===== config.mk =====
export PLATFORM = sky130hd
export DESIGN_NAME = pcc_top
export DESIGN_NICKNAME = d
export VERILOG_FILES = /design/src/include/pcc_pkg.sv /design/src/verilog/pcc_sync.sv /design/src/verilog/pcc_top.sv
export SDC_FILE = /design/constraint.sdc
export NUM_CORES = 1
export LEC_CHECK = 0
export ABC_CLOCK_PERIOD_IN_PS = 9260
export BUFFER_PORTS_ARGS = -buffer_cell sky130_fd_sc_hd__buf_2
export CORE_MARGIN = 3
export CORE_UTILIZATION = 30
export CTS_CLUSTER_DIAMETER = 60
export DETAILED_ROUTE_END_ITERATION = 6
export MAX_ROUTING_LAYER = met4
export SLEW_MARGIN = 20
export SYNTH_ARGS = -nofsm -noshare
export SYNTH_HDL_FRONTEND = slang
export SYNTH_SLANG_ARGS = --single-unit

===== constraint.sdc =====
create_clock -name core_clk -period 9.26 [get_ports core_clk]
set_input_delay 1.852 -clock core_clk [delete_from_list [all_inputs] [get_ports core_clk]]
set_output_delay 1.852 -clock core_clk [all_outputs]
set_load 0.01 [all_outputs]

===== src/include/pcc_pkg.sv =====
package pcc_pkg;

  localparam int unsigned PCC_ADDR_WIDTH = 16;
  localparam int unsigned PCC_DATA_WIDTH = 8;
  localparam int unsigned PCC_COUNT_WIDTH = 16;
  localparam int unsigned PCC_PRESC_WIDTH = 11;

  // Register addresses
  localparam logic [15:0] PCC_ADDR_STATUS_CONTROL = 16'h306a;
  localparam logic [15:0] PCC_ADDR_SOURCE_DIVIDER = 16'h306b;
  localparam logic [15:0] PCC_ADDR_MODULO_HIGH = 16'h306c;
  localparam logic [15:0] PCC_ADDR_MODULO_LOW = 16'h306d;
  localparam logic [15:0] PCC_ADDR_COUNT_HIGH = 16'h306e;
  localparam logic [15:0] PCC_ADDR_COUNT_LOW = 16'h306f;

  // Field positions of counter_status_control
  localparam int unsigned PCC_BIT_MATCH_FLAG = 7;
  localparam int unsigned PCC_BIT_MATCH_IRQ_ENABLE = 6;
  localparam int unsigned PCC_BIT_TOGGLE_OUTPUT_ENABLE = 4;

  // Field positions of source_divider_select
  localparam int unsigned PCC_SOURCE_MSB = 7;
  localparam int unsigned PCC_SOURCE_LSB = 6;
  localparam int unsigned PCC_DIVIDER_MSB = 2;
  localparam int unsigned PCC_DIVIDER_LSB = 0;

  // Reset values
  localparam logic [1:0] PCC_SOURCE_RESET = 2'h0;
  localparam logic [2:0] PCC_DIVIDER_RESET = 3'h0;
  localparam logic [15:0] PCC_MODULO_RESET = 16'h0000;
  localparam logic [15:0] PCC_COUNT_RESET = 16'h0000;
  localparam logic PCC_COUNTER_OUT_RESET = 1'b1;

  // Source select codes; 2'h2 and 2'h3 both pick the bus clock
  localparam logic [1:0] PCC_SOURCE_OSC = 2'h0;
  localparam logic [1:0] PCC_SOURCE_LOW_POWER = 2'h1;
  localparam logic [2:0] PCC_DIVIDER_OFF = 3'h0;

  // Decimal ratios of the low-power / odd source branch
  localparam logic [11:0] PCC_RATIO_DEC_100 = 12'h064;
  localparam logic [11:0] PCC_RATIO_DEC_1000 = 12'h3e8;
  localparam logic [2:0] PCC_DIVIDER_DEC_100 = 3'h6;
  localparam logic [2:0] PCC_DIVIDER_DEC_1000 = 3'h7;
  localparam int unsigned PCC_BINARY_SHIFT_ODD = 6;

  localparam int unsigned PCC_SYNC_STAGES = 2;

endpackage : pcc_pkg


===== src/verilog/pcc_sync.sv =====
`timescale 1ns/100ps
module pcc_sync #(
  parameter int unsigned WIDTH = 2
) (
  input  wire logic             core_clk,
  input  wire logic             sys_rst,
  input  wire logic [WIDTH-1:0] async_in,
  output logic      [WIDTH-1:0] sync_out
);

  logic [WIDTH-1:0] meta;

  // First stage feeds only the second stage
  always_ff @(posedge core_clk) begin
    if (sys_rst) begin
      meta     <= '0;
      sync_out <= '0;
    end else begin
      meta     <= async_in;
      sync_out <= meta;
    end
  end

endmodule : pcc_sync


===== src/verilog/pcc_top.sv =====
// Summary of operation
// - Match flag, bit 7 of status control, sets when counter hits modulo.
// - Writing one clears flag and interrupt request; writing zero does nothing.
// - Reset clears the match flag.
// - With interrupt enable bit 6 set, a set flag raises the request.
// - Interrupt enable resets to zero; then no request, software polls.
// - Reserved bits read zero and ignore writes.
// - Toggle-output enable bit 4 set: output pin inverts on each overflow.
// - Toggle-output enable clear: output pin holds its level.
// - Source select bits 7-6: 00 oscillator, 01 low-power, 1x bus clock.
// - Changing source select clears prescaler and main counter.
// - Reset sets source select to 00.
// - Divider code 000 turns the prescaler off; counter stops.
// - Source low bit zero: codes 1..7 divide by 1 to 64.
// - Source low bit one: 128..2048, then 100 and 1000.
// - Changing divider select clears prescaler and main counter.
// - Reset clears divider select, prescaler off.
// - 16-bit modulo from two bytes; match resets count and sets flag.
// - Modulo zero sets the flag on every prescaler output tick.
// - Reset clears the modulo value.
// - Reading count low byte latches high byte for a coherent read.
// - New modulo takes effect at overflow or on nonzero divider write.
// - Flag sets on the step from modulo value back to zero.
//
// Decided for this implementation: strobed register access.
`timescale 1ns/100ps
module pcc_top
  import pcc_pkg::*;
#(
  parameter int unsigned COUNT_WIDTH = PCC_COUNT_WIDTH,
  parameter int unsigned PRESC_WIDTH = PCC_PRESC_WIDTH
) (
  input  wire logic                      core_clk,
  input  wire logic                      sys_rst,
  input  wire logic [PCC_ADDR_WIDTH-1:0] reg_addr,
  input  wire logic [PCC_DATA_WIDTH-1:0] reg_wr_data,
  input  wire logic                      reg_wr,
  input  wire logic                      reg_rd,
  input  wire logic                      osc_clk_in,
  input  wire logic                      low_power_source,
  output logic      [PCC_DATA_WIDTH-1:0] reg_rd_data,
  output logic                           match_irq,
  output logic                           counter_out
);

  typedef struct packed {
    logic                      match_flag;
    logic                      match_irq_enable;
    logic                      toggle_output_enable;
    logic [1:0]                source_select;
    logic [2:0]                divider_select;
    logic [COUNT_WIDTH-1:0]    modulo_buffer;
    logic [COUNT_WIDTH-1:0]    modulo_active;
    logic [COUNT_WIDTH-1:0]    main_counter;
    logic [PRESC_WIDTH-1:0]    prescaler;
    logic [7:0]                count_high_latch;
    logic                      osc_last;
    logic                      low_power_last;
    logic [PCC_DATA_WIDTH-1:0] rd_data;
    logic                      irq;
    logic                      out_level;
  } pcc_state_type;

  pcc_state_type state;
  pcc_state_type next_state;

  logic [1:0] sync_level;

  // Divide ratio for a given source and divider code; zero means off
  function automatic logic [11:0] pcc_ratio(input logic [1:0] src, input logic [2:0] div);
    logic [11:0] ratio;
    ratio = 12'h000;
    if (div == PCC_DIVIDER_OFF) begin
      ratio = 12'h000;
    end else if (!src[0]) begin
      ratio = 12'h001 << (div - 3'h1);
    end else if (div == PCC_DIVIDER_DEC_100) begin
      ratio = PCC_RATIO_DEC_100;
    end else if (div == PCC_DIVIDER_DEC_1000) begin
      ratio = PCC_RATIO_DEC_1000;
    end else begin
      ratio = 12'h001 << (PCC_BINARY_SHIFT_ODD + 32'(div));
    end
    return ratio;
  endfunction : pcc_ratio

  // Register read mux; reserved bits stay zero
  function automatic logic [7:0] pcc_read(input pcc_state_type s, input logic [15:0] addr);
    logic [7:0] value;
    value = 8'h00;
    unique case (addr)
      PCC_ADDR_STATUS_CONTROL: begin
        value[PCC_BIT_MATCH_FLAG]           = s.match_flag;
        value[PCC_BIT_MATCH_IRQ_ENABLE]     = s.match_irq_enable;
        value[PCC_BIT_TOGGLE_OUTPUT_ENABLE] = s.toggle_output_enable;
      end
      PCC_ADDR_SOURCE_DIVIDER: begin
        value[PCC_SOURCE_MSB:PCC_SOURCE_LSB]   = s.source_select;
        value[PCC_DIVIDER_MSB:PCC_DIVIDER_LSB] = s.divider_select;
      end
      PCC_ADDR_MODULO_HIGH: begin
        value = s.modulo_buffer[15:8];
      end
      PCC_ADDR_MODULO_LOW: begin
        value = s.modulo_buffer[7:0];
      end
      PCC_ADDR_COUNT_HIGH: begin
        value = s.count_high_latch;
      end
      PCC_ADDR_COUNT_LOW: begin
        value = s.main_counter[7:0];
      end
      default: begin
        value = 8'h00;
      end
    endcase
    return value;
  endfunction : pcc_read

  // Slow sources cross into the core clock before any edge is taken
  pcc_sync #(
    .WIDTH (2)
  ) u_sync (
    .core_clk (core_clk),
    .sys_rst  (sys_rst),
    .async_in ({low_power_source, osc_clk_in}),
    .sync_out (sync_level)
  );

  logic        osc_rise;
  logic        low_power_rise;
  logic        source_tick;
  logic [11:0] ratio;
  logic        presc_tick;
  logic        wr_status;
  logic        wr_select;
  logic        select_changed;
  logic        new_source_diff;
  logic        new_divider_diff;
  logic [1:0]  new_source;
  logic [2:0]  new_divider;
  logic        at_match;
  logic        overflow;

  always_comb begin
    osc_rise = sync_level[0] && !state.osc_last;
    low_power_rise = sync_level[1] && !state.low_power_last;

    unique case (state.source_select)
      PCC_SOURCE_OSC: begin
        source_tick = osc_rise;
      end
      PCC_SOURCE_LOW_POWER: begin
        source_tick = low_power_rise;
      end
      default: begin
        source_tick = 1'b1;
      end
    endcase

    ratio      = pcc_ratio(state.source_select, state.divider_select);
    presc_tick = (ratio != 12'h000) && source_tick &&
                 (32'(state.prescaler) == 32'(ratio) - 32'd1);

    wr_status        = reg_wr && (reg_addr == PCC_ADDR_STATUS_CONTROL);
    wr_select        = reg_wr && (reg_addr == PCC_ADDR_SOURCE_DIVIDER);
    new_source       = reg_wr_data[PCC_SOURCE_MSB:PCC_SOURCE_LSB];
    new_divider      = reg_wr_data[PCC_DIVIDER_MSB:PCC_DIVIDER_LSB];
    new_source_diff  = wr_select && (new_source != state.source_select);
    new_divider_diff = wr_select && (new_divider != state.divider_select);
    select_changed   = new_source_diff || new_divider_diff;

    at_match = (state.main_counter == state.modulo_active);
    overflow = presc_tick && at_match && !select_changed;
  end

  always_comb begin
    next_state = state;
    next_state.osc_last = sync_level[0];
    next_state.low_power_last = sync_level[1];

    // Prescaler runs only while a ratio is selected
    if (presc_tick) begin
      next_state.prescaler = '0;
    end else if (source_tick && ratio != 12'h000) begin
      next_state.prescaler = state.prescaler + PRESC_WIDTH'(1);
    end

    // Main counter steps on each prescaler output tick
    if (presc_tick) begin
      if (at_match) begin
        next_state.main_counter  = PCC_COUNT_RESET;
        next_state.modulo_active = state.modulo_buffer;
      end else begin
        next_state.main_counter = state.main_counter + COUNT_WIDTH'(1);
      end
    end

    // Status control write
    if (wr_status) begin
      next_state.match_irq_enable     = reg_wr_data[PCC_BIT_MATCH_IRQ_ENABLE];
      next_state.toggle_output_enable = reg_wr_data[PCC_BIT_TOGGLE_OUTPUT_ENABLE];
      if (reg_wr_data[PCC_BIT_MATCH_FLAG]) begin
        next_state.match_flag = 1'b0;
      end
    end

    // A match in the same cycle as a clear keeps the flag set
    if (overflow) begin
      next_state.match_flag = 1'b1;
    end

    // Output pin toggles only when enabled
    if (overflow && state.toggle_output_enable) begin
      next_state.out_level = !state.out_level;
    end else begin
      next_state.out_level = state.out_level;
    end

    // Source and divider write
    if (wr_select) begin
      next_state.source_select  = new_source;
      next_state.divider_select = new_divider;
      if (new_divider != PCC_DIVIDER_OFF) begin
        next_state.modulo_active = state.modulo_buffer;
      end
    end
    if (select_changed) begin
      next_state.prescaler    = '0;
      next_state.main_counter = PCC_COUNT_RESET;
    end

    // Modulo bytes go to the buffer only
    if (reg_wr && reg_addr == PCC_ADDR_MODULO_HIGH) begin
      next_state.modulo_buffer[15:8] = reg_wr_data;
    end
    if (reg_wr && reg_addr == PCC_ADDR_MODULO_LOW) begin
      next_state.modulo_buffer[7:0] = reg_wr_data;
    end

    // Reading the low byte freezes the high byte for the next read
    if (reg_rd && reg_addr == PCC_ADDR_COUNT_LOW) begin
      next_state.count_high_latch = state.main_counter[15:8];
    end

    next_state.rd_data = reg_rd ? pcc_read(state, reg_addr) : 8'h00;

    // Request follows the flag gated by the enable
    next_state.irq = next_state.match_flag && next_state.match_irq_enable;
  end

  always_ff @(posedge core_clk) begin
    if (sys_rst) begin
      state.match_flag           <= 1'b0;
      state.match_irq_enable     <= 1'b0;
      state.toggle_output_enable <= 1'b0;
      state.source_select        <= PCC_SOURCE_RESET;
      state.divider_select       <= PCC_DIVIDER_RESET;
      state.modulo_buffer        <= PCC_MODULO_RESET;
      state.modulo_active        <= PCC_MODULO_RESET;
      state.main_counter         <= PCC_COUNT_RESET;
      state.prescaler            <= '0;
      state.count_high_latch     <= 8'h00;
      state.osc_last             <= 1'b0;
      state.low_power_last       <= 1'b0;
      state.rd_data              <= 8'h00;
      state.irq                  <= 1'b0;
      state.out_level            <= PCC_COUNTER_OUT_RESET;
    end else begin
      state <= next_state;
    end
  end

  assign reg_rd_data = state.rd_data;
  assign match_irq   = state.irq;
  assign counter_out = state.out_level;

endmodule : pcc_top

==> results.md, run 1 <==
* Status: finished, final reports clean
* Post-route setup slack at approximately 4.8 ns
* CTS Root Cell: clkbuf_16
* Final hold violation count at 0
* CTS max path bufs at 2
* Synth warnings at 0
* WL/cell at around 15 um
* Post-synth EDFFs at 0
* RePlAce Congestion at about 0.89
* CP Launch Type: flop
* Final Non-Filler Cells at approximately 830
* Leakage power at approximately 2.3 nW
* Dpl hpwl at roughly 9 mm
* Mean Syn Cell Area at between 8 and 9 um^2
* Min-delay worst type: reg -> reg
* Synth area leaders: dfxtp_1, mux2i_1, nand2b_1
* Reg area at about 1800 um^2
* F_max at 223 MHz
* Area Growth Syn to Fin at 10.1%
* Total CTS buffers at 9
* Final worst path period share at roughly half
* Core region area at about 17000 um^2
* Pwr per Cell Area at ~140 nW/um^2
* Mapped Area at ~5200 um^2
* Share of cells above drive strength 1 at about an eighth
* Synth Net Count at 644
* Post-synthesis mux area share at between 10 and 15%
* Vias in the first global route at a little under 4000
* Drt total wl at approximately 13 mm
* Yosys reg bits at between 90 and 100
* Multi-input gate area at approximately 3100 um^2
* Sequential area share after synthesis at 34.7%
* Dpl cells at roughly 800
* Setup Buffers After CTS at 0
* Final #Nets at ~640
* VDD IR max at between 0.00008 and 0.00009 V
* Post-Route Skew at 0.00895 ns
* RSZ-0062 raised after global routing: no
* Cells after Synth at 607
* Num rows at 47
* Initial core utilization at between 30 and 40%
* Total die area at roughly 19000 um^2
* GRT Util Overall at 13.4%
* Total chip power at approximately 0.0008 W
* GRT Residual Overflow at 0
* Max cap viols at 0
* CTS Hold Buffers Added at 0
* Dominant synthesized flop cell: dfxtp_1
* Port-buffer cells at 39
* Worst EP arrival at roughly 4.7 ns
* FILL cells at approximately 1800
* Fin crit period at 4.49 ns
* Global-route wire length before repair at 20.8 mm
* Vias post-DR at 4241
* WP data required at 9.47 ns
* Routed Antenna Nets at 0
* Max-slew violation count at 0
* Synth top area share at roughly a third
* Place WS at 4.51 ns
* Setup-violating endpoint count in the final report at 0
* Post-synth ARST share at 0%
* Sum Neg Setup Slack at 0 ns
* Clk_lat worst skew at 0.35 ns
* Number of clock sinks at 91
* Slew @ Worst Pin at roughly 1.0 ns
* Post_cts resized at 0
* Initial DRC Count at around 270
* I/O pin cnt at 40
* CP max FO at 23
* Largest net degree at the start of global routing at 78
* Area leader, netlist: dfxtp_1
* Vias per cell at 5.10
* Simple-Gate Fraction of Synth Area at between 20% and 30%
* Area share of fa/ha/maj cells after synthesis at between 1.5 and 2%
* N_diodes at 0
* DR pass1 iterations at 4
* Post-synthesis compound-gate area fraction at a little under an eighth
* Die width at 138 um
* H-tree levels at 3
* Worst Path Class, Setup: reg -> reg
* Clock-pin slew on the worst setup and hold paths at about 0.070 ns
* Netlist cell types at between 60 and 70
* Main combinational cell family by area after synthesis: simple AND/OR/NAND/NOR gates
* CTS tree: yes
* Worst slew margin at 32.5%
* Critical Path End Type: flop
* Die height at between 100 and 150 um
* Synth cell count leaders: dfxtp_1, nor2_1, nand2_1, mux2i_1, nand2b_1
* Most frequent cell after synthesis: dfxtp_1
* Post-Synth XOR/XNOR Area at between 7 and 8%
* DRC violations left at 0
* Initial antenna violation count at 0
==> flip-flops by register name, indices dropped and copies added (netlist names) <==
name,flops
counter_out,1
match_irq,1
u_sync.meta,2
u_sync.sync_out,2
state,77
reg_rd_data,8
==> placed cells by master (no fill, tap or decap), types with 4 or more instances in the layout <==
| cell type | count |
|---|---|
| nor3b_1 | 9 |
| and3_1 | 10 |
| nor2_1 | 60 |
| and2_1 | 4 |
| o21ai_0 | 9 |
| dfxtp_1 | 91 |
| ha_1 | 7 |
| xor2_1 | 27 |
| nand4_1 | 16 |
| nor2b_1 | 13 |
| o2111ai_1 | 5 |
| clkbuf_16 | 9 |
| nor4_1 | 5 |
| mux2_2 | 4 |
| nand2_1 | 51 |
| buf_2 | 39 |
| a21oi_1 | 16 |
| inv_1 | 12 |
| mux2i_1 | 45 |
| xnor2_1 | 19 |
| nand3_1 | 14 |
| nand3b_1 | 6 |
| a32o_1 | 6 |
| mux4_2 | 4 |
| nand2b_1 | 42 |
| o211ai_1 | 9 |
| nor3_1 | 13 |
==> cell families after synthesis <==
family | count (synthesis)
AOI/OAI and AO/OA | 80
buffers and inverters | 65
muxes | 53
xor gates and xnor gates | 46
and+or+nand+nor | 265
DFF | 91
adders and majority gates | 7
==> cell type report <==
cell class                      count  share of cell area, %
Clock buffer                       10                   3.96
Clock inverter                      6                   1.23
Inverter                           12                  0.780
Multi-Input combinational cell    451                   54.0
Sequential cell                    91                   31.5
Tap cell                          220                   4.76
Timing Repair Buffer               42                   3.77
==> metrics by stage <==
stage	instance area, um^2	hold WS (ns)	utilization [%]
after global routing	5780	0.455	34.2
after floorplan	5250	0.414	-
final	5780	0.442	34.2
after global placement	5480	0.423	32.4
after CTS	5780	0.444	34.2
after detailed placement	5480	0.428	32.4
==> power breakdown <==
group / switching (W) / internal, W / leakage, nW / total, W
registers: 0.000000259 / 0.000392 / 0.734 / 0.000392
clock network: 0.000164 / 0.000212 / 0.140 / 0.000375
logic: 0.0000180 / 0.0000116 / 1.43 / 0.0000296
total: 0.000182 / 0.000616 / 2.30 / 0.000797
==> critical path, stage by stage, from the launching register on <==
cell,delay (ns)
dfxtp_1,0.80
inv_1,0.24
ha_1,0.48
nand2_1,0.15
o22a_1,0.13
nor2_1,0.06
inv_1,0.09
ha_1,0.18
o211ai_1,0.15
or4b_1,0.53
a211oi_2,0.25
o2111ai_2,0.17
or2_1,0.27
o41a_2,0.64
mux2i_1,0.20
==> metal layers <==
metal,global-route usage [%],vias up,wire length (um)
li1,-,2121,-
met1,19.5,2004,6270
met2,19.1,104,5460
met3,2.94,12,780
met4,3.02,0,121
met5,-,-,0
==> path summary, 6_finish.rpt <==
| path | start | to | slack [ns] | cells past startpoint |
|---|---|---|---|---|
| min | u_sync.meta[0] | u_sync.sync_out[0] | 0.44 | 1 |
| max | state[80] | state[52] | 4.77 | 14 |
| max reg2reg | state[80] | state[52] | 4.77 | 14 |
| min reg2reg | u_sync.meta[0] | u_sync.sync_out[0] | 0.44 | 1 |
Power figures use the tool's default switching activity.
==> inputs of run 2 (changes only) <==
--- a/config.mk
+++ b/config.mk
@@ -5,7 +5,8 @@
 export SDC_FILE = /design/constraint.sdc
 export NUM_CORES = 1
 export LEC_CHECK = 0
-export ABC_CLOCK_PERIOD_IN_PS = 9260
+export ABC_AREA = 1
+export ABC_CLOCK_PERIOD_IN_PS = 4140
 export BUFFER_PORTS_ARGS = -buffer_cell sky130_fd_sc_hd__buf_2
 export CORE_MARGIN = 3
 export CORE_UTILIZATION = 30
==> constraint.sdc (replaced) <==
create_clock -name core_clk -period 4.14 [get_ports core_clk]
set_input_delay 0.828 -clock core_clk [delete_from_list [all_inputs] [get_ports core_clk]]
set_output_delay 0.828 -clock core_clk [all_outputs]
set_load 0.01 [all_outputs]
==> run 2 against run 1 <==
Against the previous run:
- synthesized area increased by 8.2%
- first-iteration DRC count rose by 73%
- power increased by 120%
- cell count increased by 35%
- fmax increased by 22%
- clock-buffer cell count is 1 lower
- clock power increased by 120%
- sequential power up 120%
- critical path depth up 4
- design area up 8.9%
- largest cell class unchanged
==> results.md, run 2 <==
* Internal power at 0.00132 W (+110%)
* Final worst path period share at 89.1% (+41 points)
* Initial DRC Count at 458 (+73%)
* Status: finished, final reports clean
* Post_cts resized at 0 (unchanged)
* Num rows at 49 (+4.3%)
* Setup Buffers After CTS at 0 (unchanged)
* Post-synth EDFFs at 0 (unchanged)
* Sum Neg Setup Slack at 0 ns (unchanged)
* CP max FO at 15 (-35%)
* F_max at 271 MHz (+22%)
* CP Launch Type: flop
* Post-synth ARST share at 0% (unchanged)
* Max cap viols at 0 (unchanged)
* Final hold violation count at 0 (unchanged)
* Netlist cell types at 40 (-41%)
* Clk_lat worst skew at 0.36 ns (about the same)
* Most frequent cells in the layout: nand2_1, inv_1, nor2_1
* Max-slew violation count at 0 (unchanged)
* Combinational share of power at 3.2% (-0.5 points)
* Switching power at 0.000437 W (+140%)
* FILL cells at 2031 (+16%)
* Die width at 144 um (+3.9%)
* CTS tree: yes
* Area Growth Syn to Fin at 10.7%
* Total die area at 20600 um^2 (+7.9%)
* Setup-violating endpoint count in the final report at 0 (unchanged)
* Max reg flops at 77 (unchanged)
* DRC violations left at 0 (unchanged)
* CTS max path bufs at 2 (unchanged)
* CTS Root Cell: clkbuf_16
* Clock power share at 46.9% (-0.2 points)
* DR pass1 iterations at 5 (+1)
* Total CTS buffers at 9 (unchanged)
* Largest net degree at the start of global routing at 38 (-51%)
* Slew @ Worst Pin at 0.666 ns (-0.343 ns)
* Sequential area share after synthesis at 32.1% (-2.6 points)
* I/O pin cnt at 40 (unchanged)
* Global-route wire length before repair at 27.1 mm (+30%)
* Port-buffer cells at 39 (unchanged)
* Sequential Power Share at 50.0% (+0.8 points)
* Share of cells above drive strength 1 at 13.3% (+0.71 points)
* Commonest non-fill, non-tap cell in the layout: nand2_1
* Initial antenna violation count at 0 (unchanged)
* Switch share at 24.9% (+2.1 points)
* Pwr per Cell Area at 279 nW/um^2 (+100%)
* Synth warnings at 0 (unchanged)
* Synth cell count leaders: nand2_1, inv_1, nor2_1, dfxtp_1, nand3_1
* Worst slew margin at 54.9% (+22 points)
* Post-Route Skew at 0.0138 ns (+0.00487 ns)
* Min-delay worst type: reg -> reg
* Clock-pin slew on the worst setup and hold paths at 0.07 ns (about the same)
* WL/cell at 14.6 um (-4.1%)
* GRT Util Overall at 17.0% (+3.6 points)
* Mapped Area at 5680 um^2 (+8.2%)
* Synth area leaders: dfxtp_1, nand2_1, nand3_1
* VDD IR max at 0.000217 V (+160%)
* Dpl cells at 1108 (+36%)
* Vias post-DR at 5570 (+31%)
* N_diodes at 0 (unchanged)
* Number of clock sinks at 91 (unchanged)
* Most frequent cell after synthesis: nand2_1
* Mean Syn Cell Area at 6.54 um^2 (-24%)
* Critical Path End Type: flop
* Final Non-Filler Cells at 1124 (+35%)
* RSZ-0062 raised after global routing: no
* Fin crit period at 3.69 ns (-0.800 ns)
* WP data required at 4.38 ns (-5.09 ns)
* RePlAce Congestion at 0.927 (+4.5%)
* CTS Hold Buffers Added at 0 (unchanged)
* Routed Antenna Nets at 0 (unchanged)
* Dominant synthesized flop cell: dfxtp_1
* Worst Path Class, Setup: reg -> reg
* Synth Net Count at 906 (+41%)
* Initial core utilization at 31.1% (about the same)
* Top reg by flops: state
* Synth top area share at 32.1% (-2.6 points)
* Leakage power at 2.68 nW (+17%)
* Cells after Synth at 869 (+43%)
* Worst EP arrival at 3.93 ns (-0.77 ns)
* Yosys reg bits at 91 (unchanged)
* Vias per cell at 4.96 (-2.8%)
* Vias in the first global route at 5248 (+34%)
* Drt total wl at 16.4 mm (+30%)
* Final #Nets at 927 (+44%)
* GRT Residual Overflow at 0 (unchanged)
* Die height at 144 um (+3.9%)
* Core region area at 18300 um^2 (+8.3%)
* Area leader, netlist: dfxtp_1
* H-tree levels at 3 (unchanged)
* Dpl hpwl at 12.5 mm (+39%)
[run 2: changes by cell type after synthesis, moves of 12 or more]
cell      before  now
mux2i_1       45    0
a21oi_1       16   69
clkbuf_1      33   13
nor2b_1       13    0
nand2_2        0   13
nand2_1       51  191
nand2b_1      42    0
nor2_1        60   94
inv_1         12  112
xor2_1        27   11
o21ai_0        9   21
nand3_1       14   86
[run 2: logic make-up after synthesis]
family,after synthesis,synth area share [%]
xor gates and xnor gates,22,3.39
DFF,91,32.1
adders and majority gates,7,1.54
and+or+nand+nor,467,38.6
AOI/OAI and AO/OA,126,12.6
buffers and inverters,156,11.8
[run 2: layer usage]
layer / up-vias / GRT usage [%] / part of all wire (%)
li1: 2868 / - / -
met1: 2541 / 21.5 / 46
met2: 137 / 27.1 / 46
met3: 24 / 3.63 / 5.2
met4: 0 / 5.45 / 2.3
met5: - / - / 0
[run 2: layout make-up]
type,count,area (um^2),share of cell area [%]
clock buffer,9,225,3.58
multi-input combinational,622,3190,50.7
inverter,121,459,7.30
sequential,91,1820,29.0
clock inverter,7,65.1,1.03
tap,229,287,4.56
timing repair buffer,45,240,3.82
[run 2: critical path: stages (launching register included)]
cell and delay (ns):
dfxtp_1 0.63, inv_4 0.14, ha_1 0.48, nand4_1 0.13, nor2_1 0.21, nor2_4 0.06, ha_1 0.26, xnor2_1 0.20
inv_1 0.06, nand2_1 0.06, nand2_1 0.06, nor2_1 0.13, nand3_1 0.09, nor2_1 0.09, nand3_1 0.16, nor2_4 0.26
nand2_4 0.19, nand2_1 0.26, nor3_1 0.10
[run 2: through the flow]
stage	utilization (%)	total power [W]	setup WS, ns	cell area (um^2)	hold WS [ns]
finish	34.4	0.00176	0.450	6290	0.402
global route	34.4	0.00182	0.115	6290	0.424
CTS	34.4	0.00178	0.505	6290	0.405
detailed placement	32.8	0.000953	0.514	6000	0.396
global placement	32.8	0.000953	0.596	6000	0.388
floorplan	-	0.000925	1.14	5680	0.388
[run 2: final timing paths]
check | from | to | slack, ns | depth (start not counted)
max | state[81] | state[37] | 0.45 | 18
max reg2reg | state[81] | state[37] | 0.45 | 18
min reg2reg | u_sync.meta[0] | u_sync.sync_out[0] | 0.40 | 2
min | u_sync.meta[0] | u_sync.sync_out[0] | 0.40 | 2
[run 2: power by group through the flow]
stage               Sequential (W)  Clock (W)  Combinational, W
floorplan                 0.000898          0         0.0000270
global placement          0.000898          0         0.0000548
detailed placement        0.000898          0         0.0000552
CTS                       0.000877   0.000848         0.0000555
global route              0.000877   0.000880         0.0000618
finish                    0.000878   0.000823         0.0000557
==> inputs of run 3 (changes only) <==
--- a/config.mk
+++ b/config.mk
@@ -8,11 +8,14 @@
 export ABC_AREA = 1
 export ABC_CLOCK_PERIOD_IN_PS = 4140
 export BUFFER_PORTS_ARGS = -buffer_cell sky130_fd_sc_hd__buf_2
+export CELL_PAD_IN_SITES_DETAIL_PLACEMENT = 0
+export CELL_PAD_IN_SITES_GLOBAL_PLACEMENT = 1
 export CORE_MARGIN = 3
 export CORE_UTILIZATION = 30
 export CTS_CLUSTER_DIAMETER = 60
 export DETAILED_ROUTE_END_ITERATION = 6
 export MAX_ROUTING_LAYER = met4
+export PLACE_DENSITY_LB_ADDON = 0.1
 export SLEW_MARGIN = 20
 export SYNTH_ARGS = -nofsm -noshare
 export SYNTH_HDL_FRONTEND = slang
==> run 3 against run 2 <==
Against the previous run:
- design area up 0.70%
- cell count about the same
- global-route usage up 2.1 points
- worst hold slack worse by 0.00060 ns
- via count down 0.25%
- sequential share of layout area down 0.18 points
- critical path depth up 1
- sequential cell count unchanged
- register-to-register slack better by 0.20 ns
- first-iteration DRC count down 41%
- clock-buffer cell count unchanged
- largest cell class unchanged
- largest power group is now the clock network
==> results.md, run 3 (synthesis gave the netlist of run 2 again) <==
* Setup Buffers After CTS at 0 (unchanged)
* Number of clock sinks at 91 (unchanged)
* Vias post-DR at 5556 (-0.25%)
* RSZ-0062 raised after global routing: no
* Most frequent cells in the layout: nand2_1, inv_1, nor2_1
* Dpl hpwl at 14.4 mm (+15%)
* Drt total wl at 18.4 mm (+12%)
* Die height at 144 um (unchanged)
* H-tree levels at 3 (unchanged)
* Vias per cell at 4.94 (-0.34%)
* DRC violations left at 0 (unchanged)
* Critical path startpoint: state[81]
* DR pass1 iterations at 5 (unchanged)
* I/O pin cnt at 40 (unchanged)
* WP data required at 4.38 ns (about the same)
* Area Growth Syn to Fin at 11.5%
* CP max FO at 22 (+7)
* Hold_sp: u_sync.meta[1]
* Setup-violating endpoint count in the final report at 0 (unchanged)
* CTS Hold Buffers Added at 0 (unchanged)
* Port-buffer cells at 39 (unchanged)
* Clk_lat worst skew at 0.35 ns (about the same)
* RePlAce Congestion at 0.903 (-2.7%)
* Pwr per Cell Area at 292 nW/um^2 (+4.6%)
* Critical Path End Type: flop
* Die width at 144 um (unchanged)
* R2R setup slack at 0.65 ns (+0.20 ns)
* Clock-pin slew on the worst setup and hold paths at 0.07 ns (about the same)
* CTS Root Cell: clkbuf_16
* Sum Neg Setup Slack at 0 ns (unchanged)
* Share of cells above drive strength 1 at 13.5% (+0.21 points)
* Min-delay worst type: reg -> reg
* Final worst path period share at 84.3% (-4.8 points)
* Global-route wire length before repair at 29.6 mm (+9.5%)
* GRT Residual Overflow at 0 (unchanged)
* Final hold violation count at 0 (unchanged)
* Crit Reg-Reg Startpoint: state[81]
* Max reg flops at 77 (unchanged)
* F_max at 286 MHz (+5.7%)
* Leakage power at 2.71 nW (+0.93%)
* CTS tree: yes
* Max cap viols at 0 (unchanged)
* Initial antenna violation count at 0 (unchanged)
* Post-layout util at 34.7% (+0.24 points)
* Max-slew violation count at 0 (unchanged)
* Status: finished, final reports clean
* Fin crit period at 3.49 ns (-0.199 ns)
* Largest net degree at the start of global routing at 38 (unchanged)
* Worst Path Class, Setup: reg -> reg
* GRT Util Overall at 19.1% (+2.1 points)
* Vias in the first global route at 5379 (+2.5%)
* CP Launch Type: flop
* VDD IR max at 0.000200 V (-8.1%)
* Initial DRC Count at 270 (-41%)
* Num rows at 49 (unchanged)
* Top reg by flops: state
* Initial core utilization at 31.1% (unchanged)
* Post-Route Skew at 0.00961 ns (-0.00421 ns)
* Worst slew margin at 44.9% (-10 points)
* Worst EP arrival at 3.73 ns (-0.20 ns)
* CTS max path bufs at 2 (unchanged)
* Core region area at 18300 um^2 (unchanged)
* WL/cell at 16.3 um (+12%)
* Slew @ Worst Pin at 0.813 ns (+0.147 ns)
* Total chip power at 0.00185 W (+5.3%)
* Total CTS buffers at 9 (unchanged)
* Total die area at 20600 um^2 (unchanged)
* Final #Nets at 928 (+0.11%)
* Commonest non-fill, non-tap cell in the layout: nand2_1
* Routed Antenna Nets at 0 (unchanged)
* N_diodes at 0 (unchanged)
==> run 3: changes by cell type in the layout (fill, tap and decap cells not counted), sizes merged <==
| cell | delta |
|---|---|
| bufinv | +2 |
| buf | +1 |
| clkinv | +3 |
| inv | -4 |
| clkinvlp | -1 |
==> run 3: cell type report <==
| type | instances | area, um^2 |
|---|---|---|
| timing repair buffer | 46 | 248 |
| inverter | 121 | 459 |
| clock inverter | 7 | 100 |
| sequential | 91 | 1820 |
| multi-input combinational | 622 | 3190 |
| clock buffer | 9 | 225 |
| tap | 229 | 287 |
| fill | 2027 | 11900 |
==> run 3: through the flow <==
step	hold slack (ns)	area [um^2]	setup WS (ns)	cells
2_1_floorplan	0.388	5680	1.14	869
3_5_place_dp	0.396	6010	0.475	1109
6_report	0.401	6330	0.649	1125
3_3_place_gp	0.391	6010	0.559	1109
4_1_cts	0.406	6330	0.461	1125
5_1_grt	0.437	6330	0.161	1125
==> run 3: worst paths after layout <==
check / end / cells past startpoint
setup / recovery: counter_out / 19
hold / removal: u_sync.sync_out[1] / 2
hold reg to reg: u_sync.sync_out[1] / 2
setup reg to reg: counter_out / 19
==> run 3: metal layers <==
layer / routed length (um) / share of wire, % / track usage, % / vias up
met3: 609 / 3.3 / 3.16 / 39
met2: 8620 / 47 / 30.8 / 105
met1: 8460 / 46 / 24.1 / 2541
li1: - / - / - / 2871
met5: 0 / 0 / - / -
met4: 654 / 3.6 / 7.04 / 0
==> run 3: timing repair <==
action / in CTS / in global routing
resized for setup: 0 / 1
hold endpoints to repair: 0 / 0
setup endpoints to repair: 0 / 7
==> run 3: worst max-delay path, cell delays in order (launching register included) <==
cell	delay, ns
dfxtp_2	0.49
inv_4	0.11
ha_1	0.46
nand4_1	0.13
nor2_1	0.21
nor2_4	0.06
ha_1	0.27
xnor2_1	0.21
inv_1	0.06
nand2_1	0.06
nand2_1	0.06
nor2_1	0.14
nand3_1	0.10
nor2_1	0.10
nand3_1	0.17
nor2_4	0.16
buf_4	0.30
nand4_1	0.12
nand2_1	0.09
nand3_1	0.07
==> run 3: where the power goes <==
group	switching [W]	leakage, nW	internal (W)
Clock	0.000383	0.160	0.000534
Sequential	0.000000726	0.734	0.000877
Combinational	0.0000368	1.82	0.0000188
Total	0.000421	2.71	0.00143
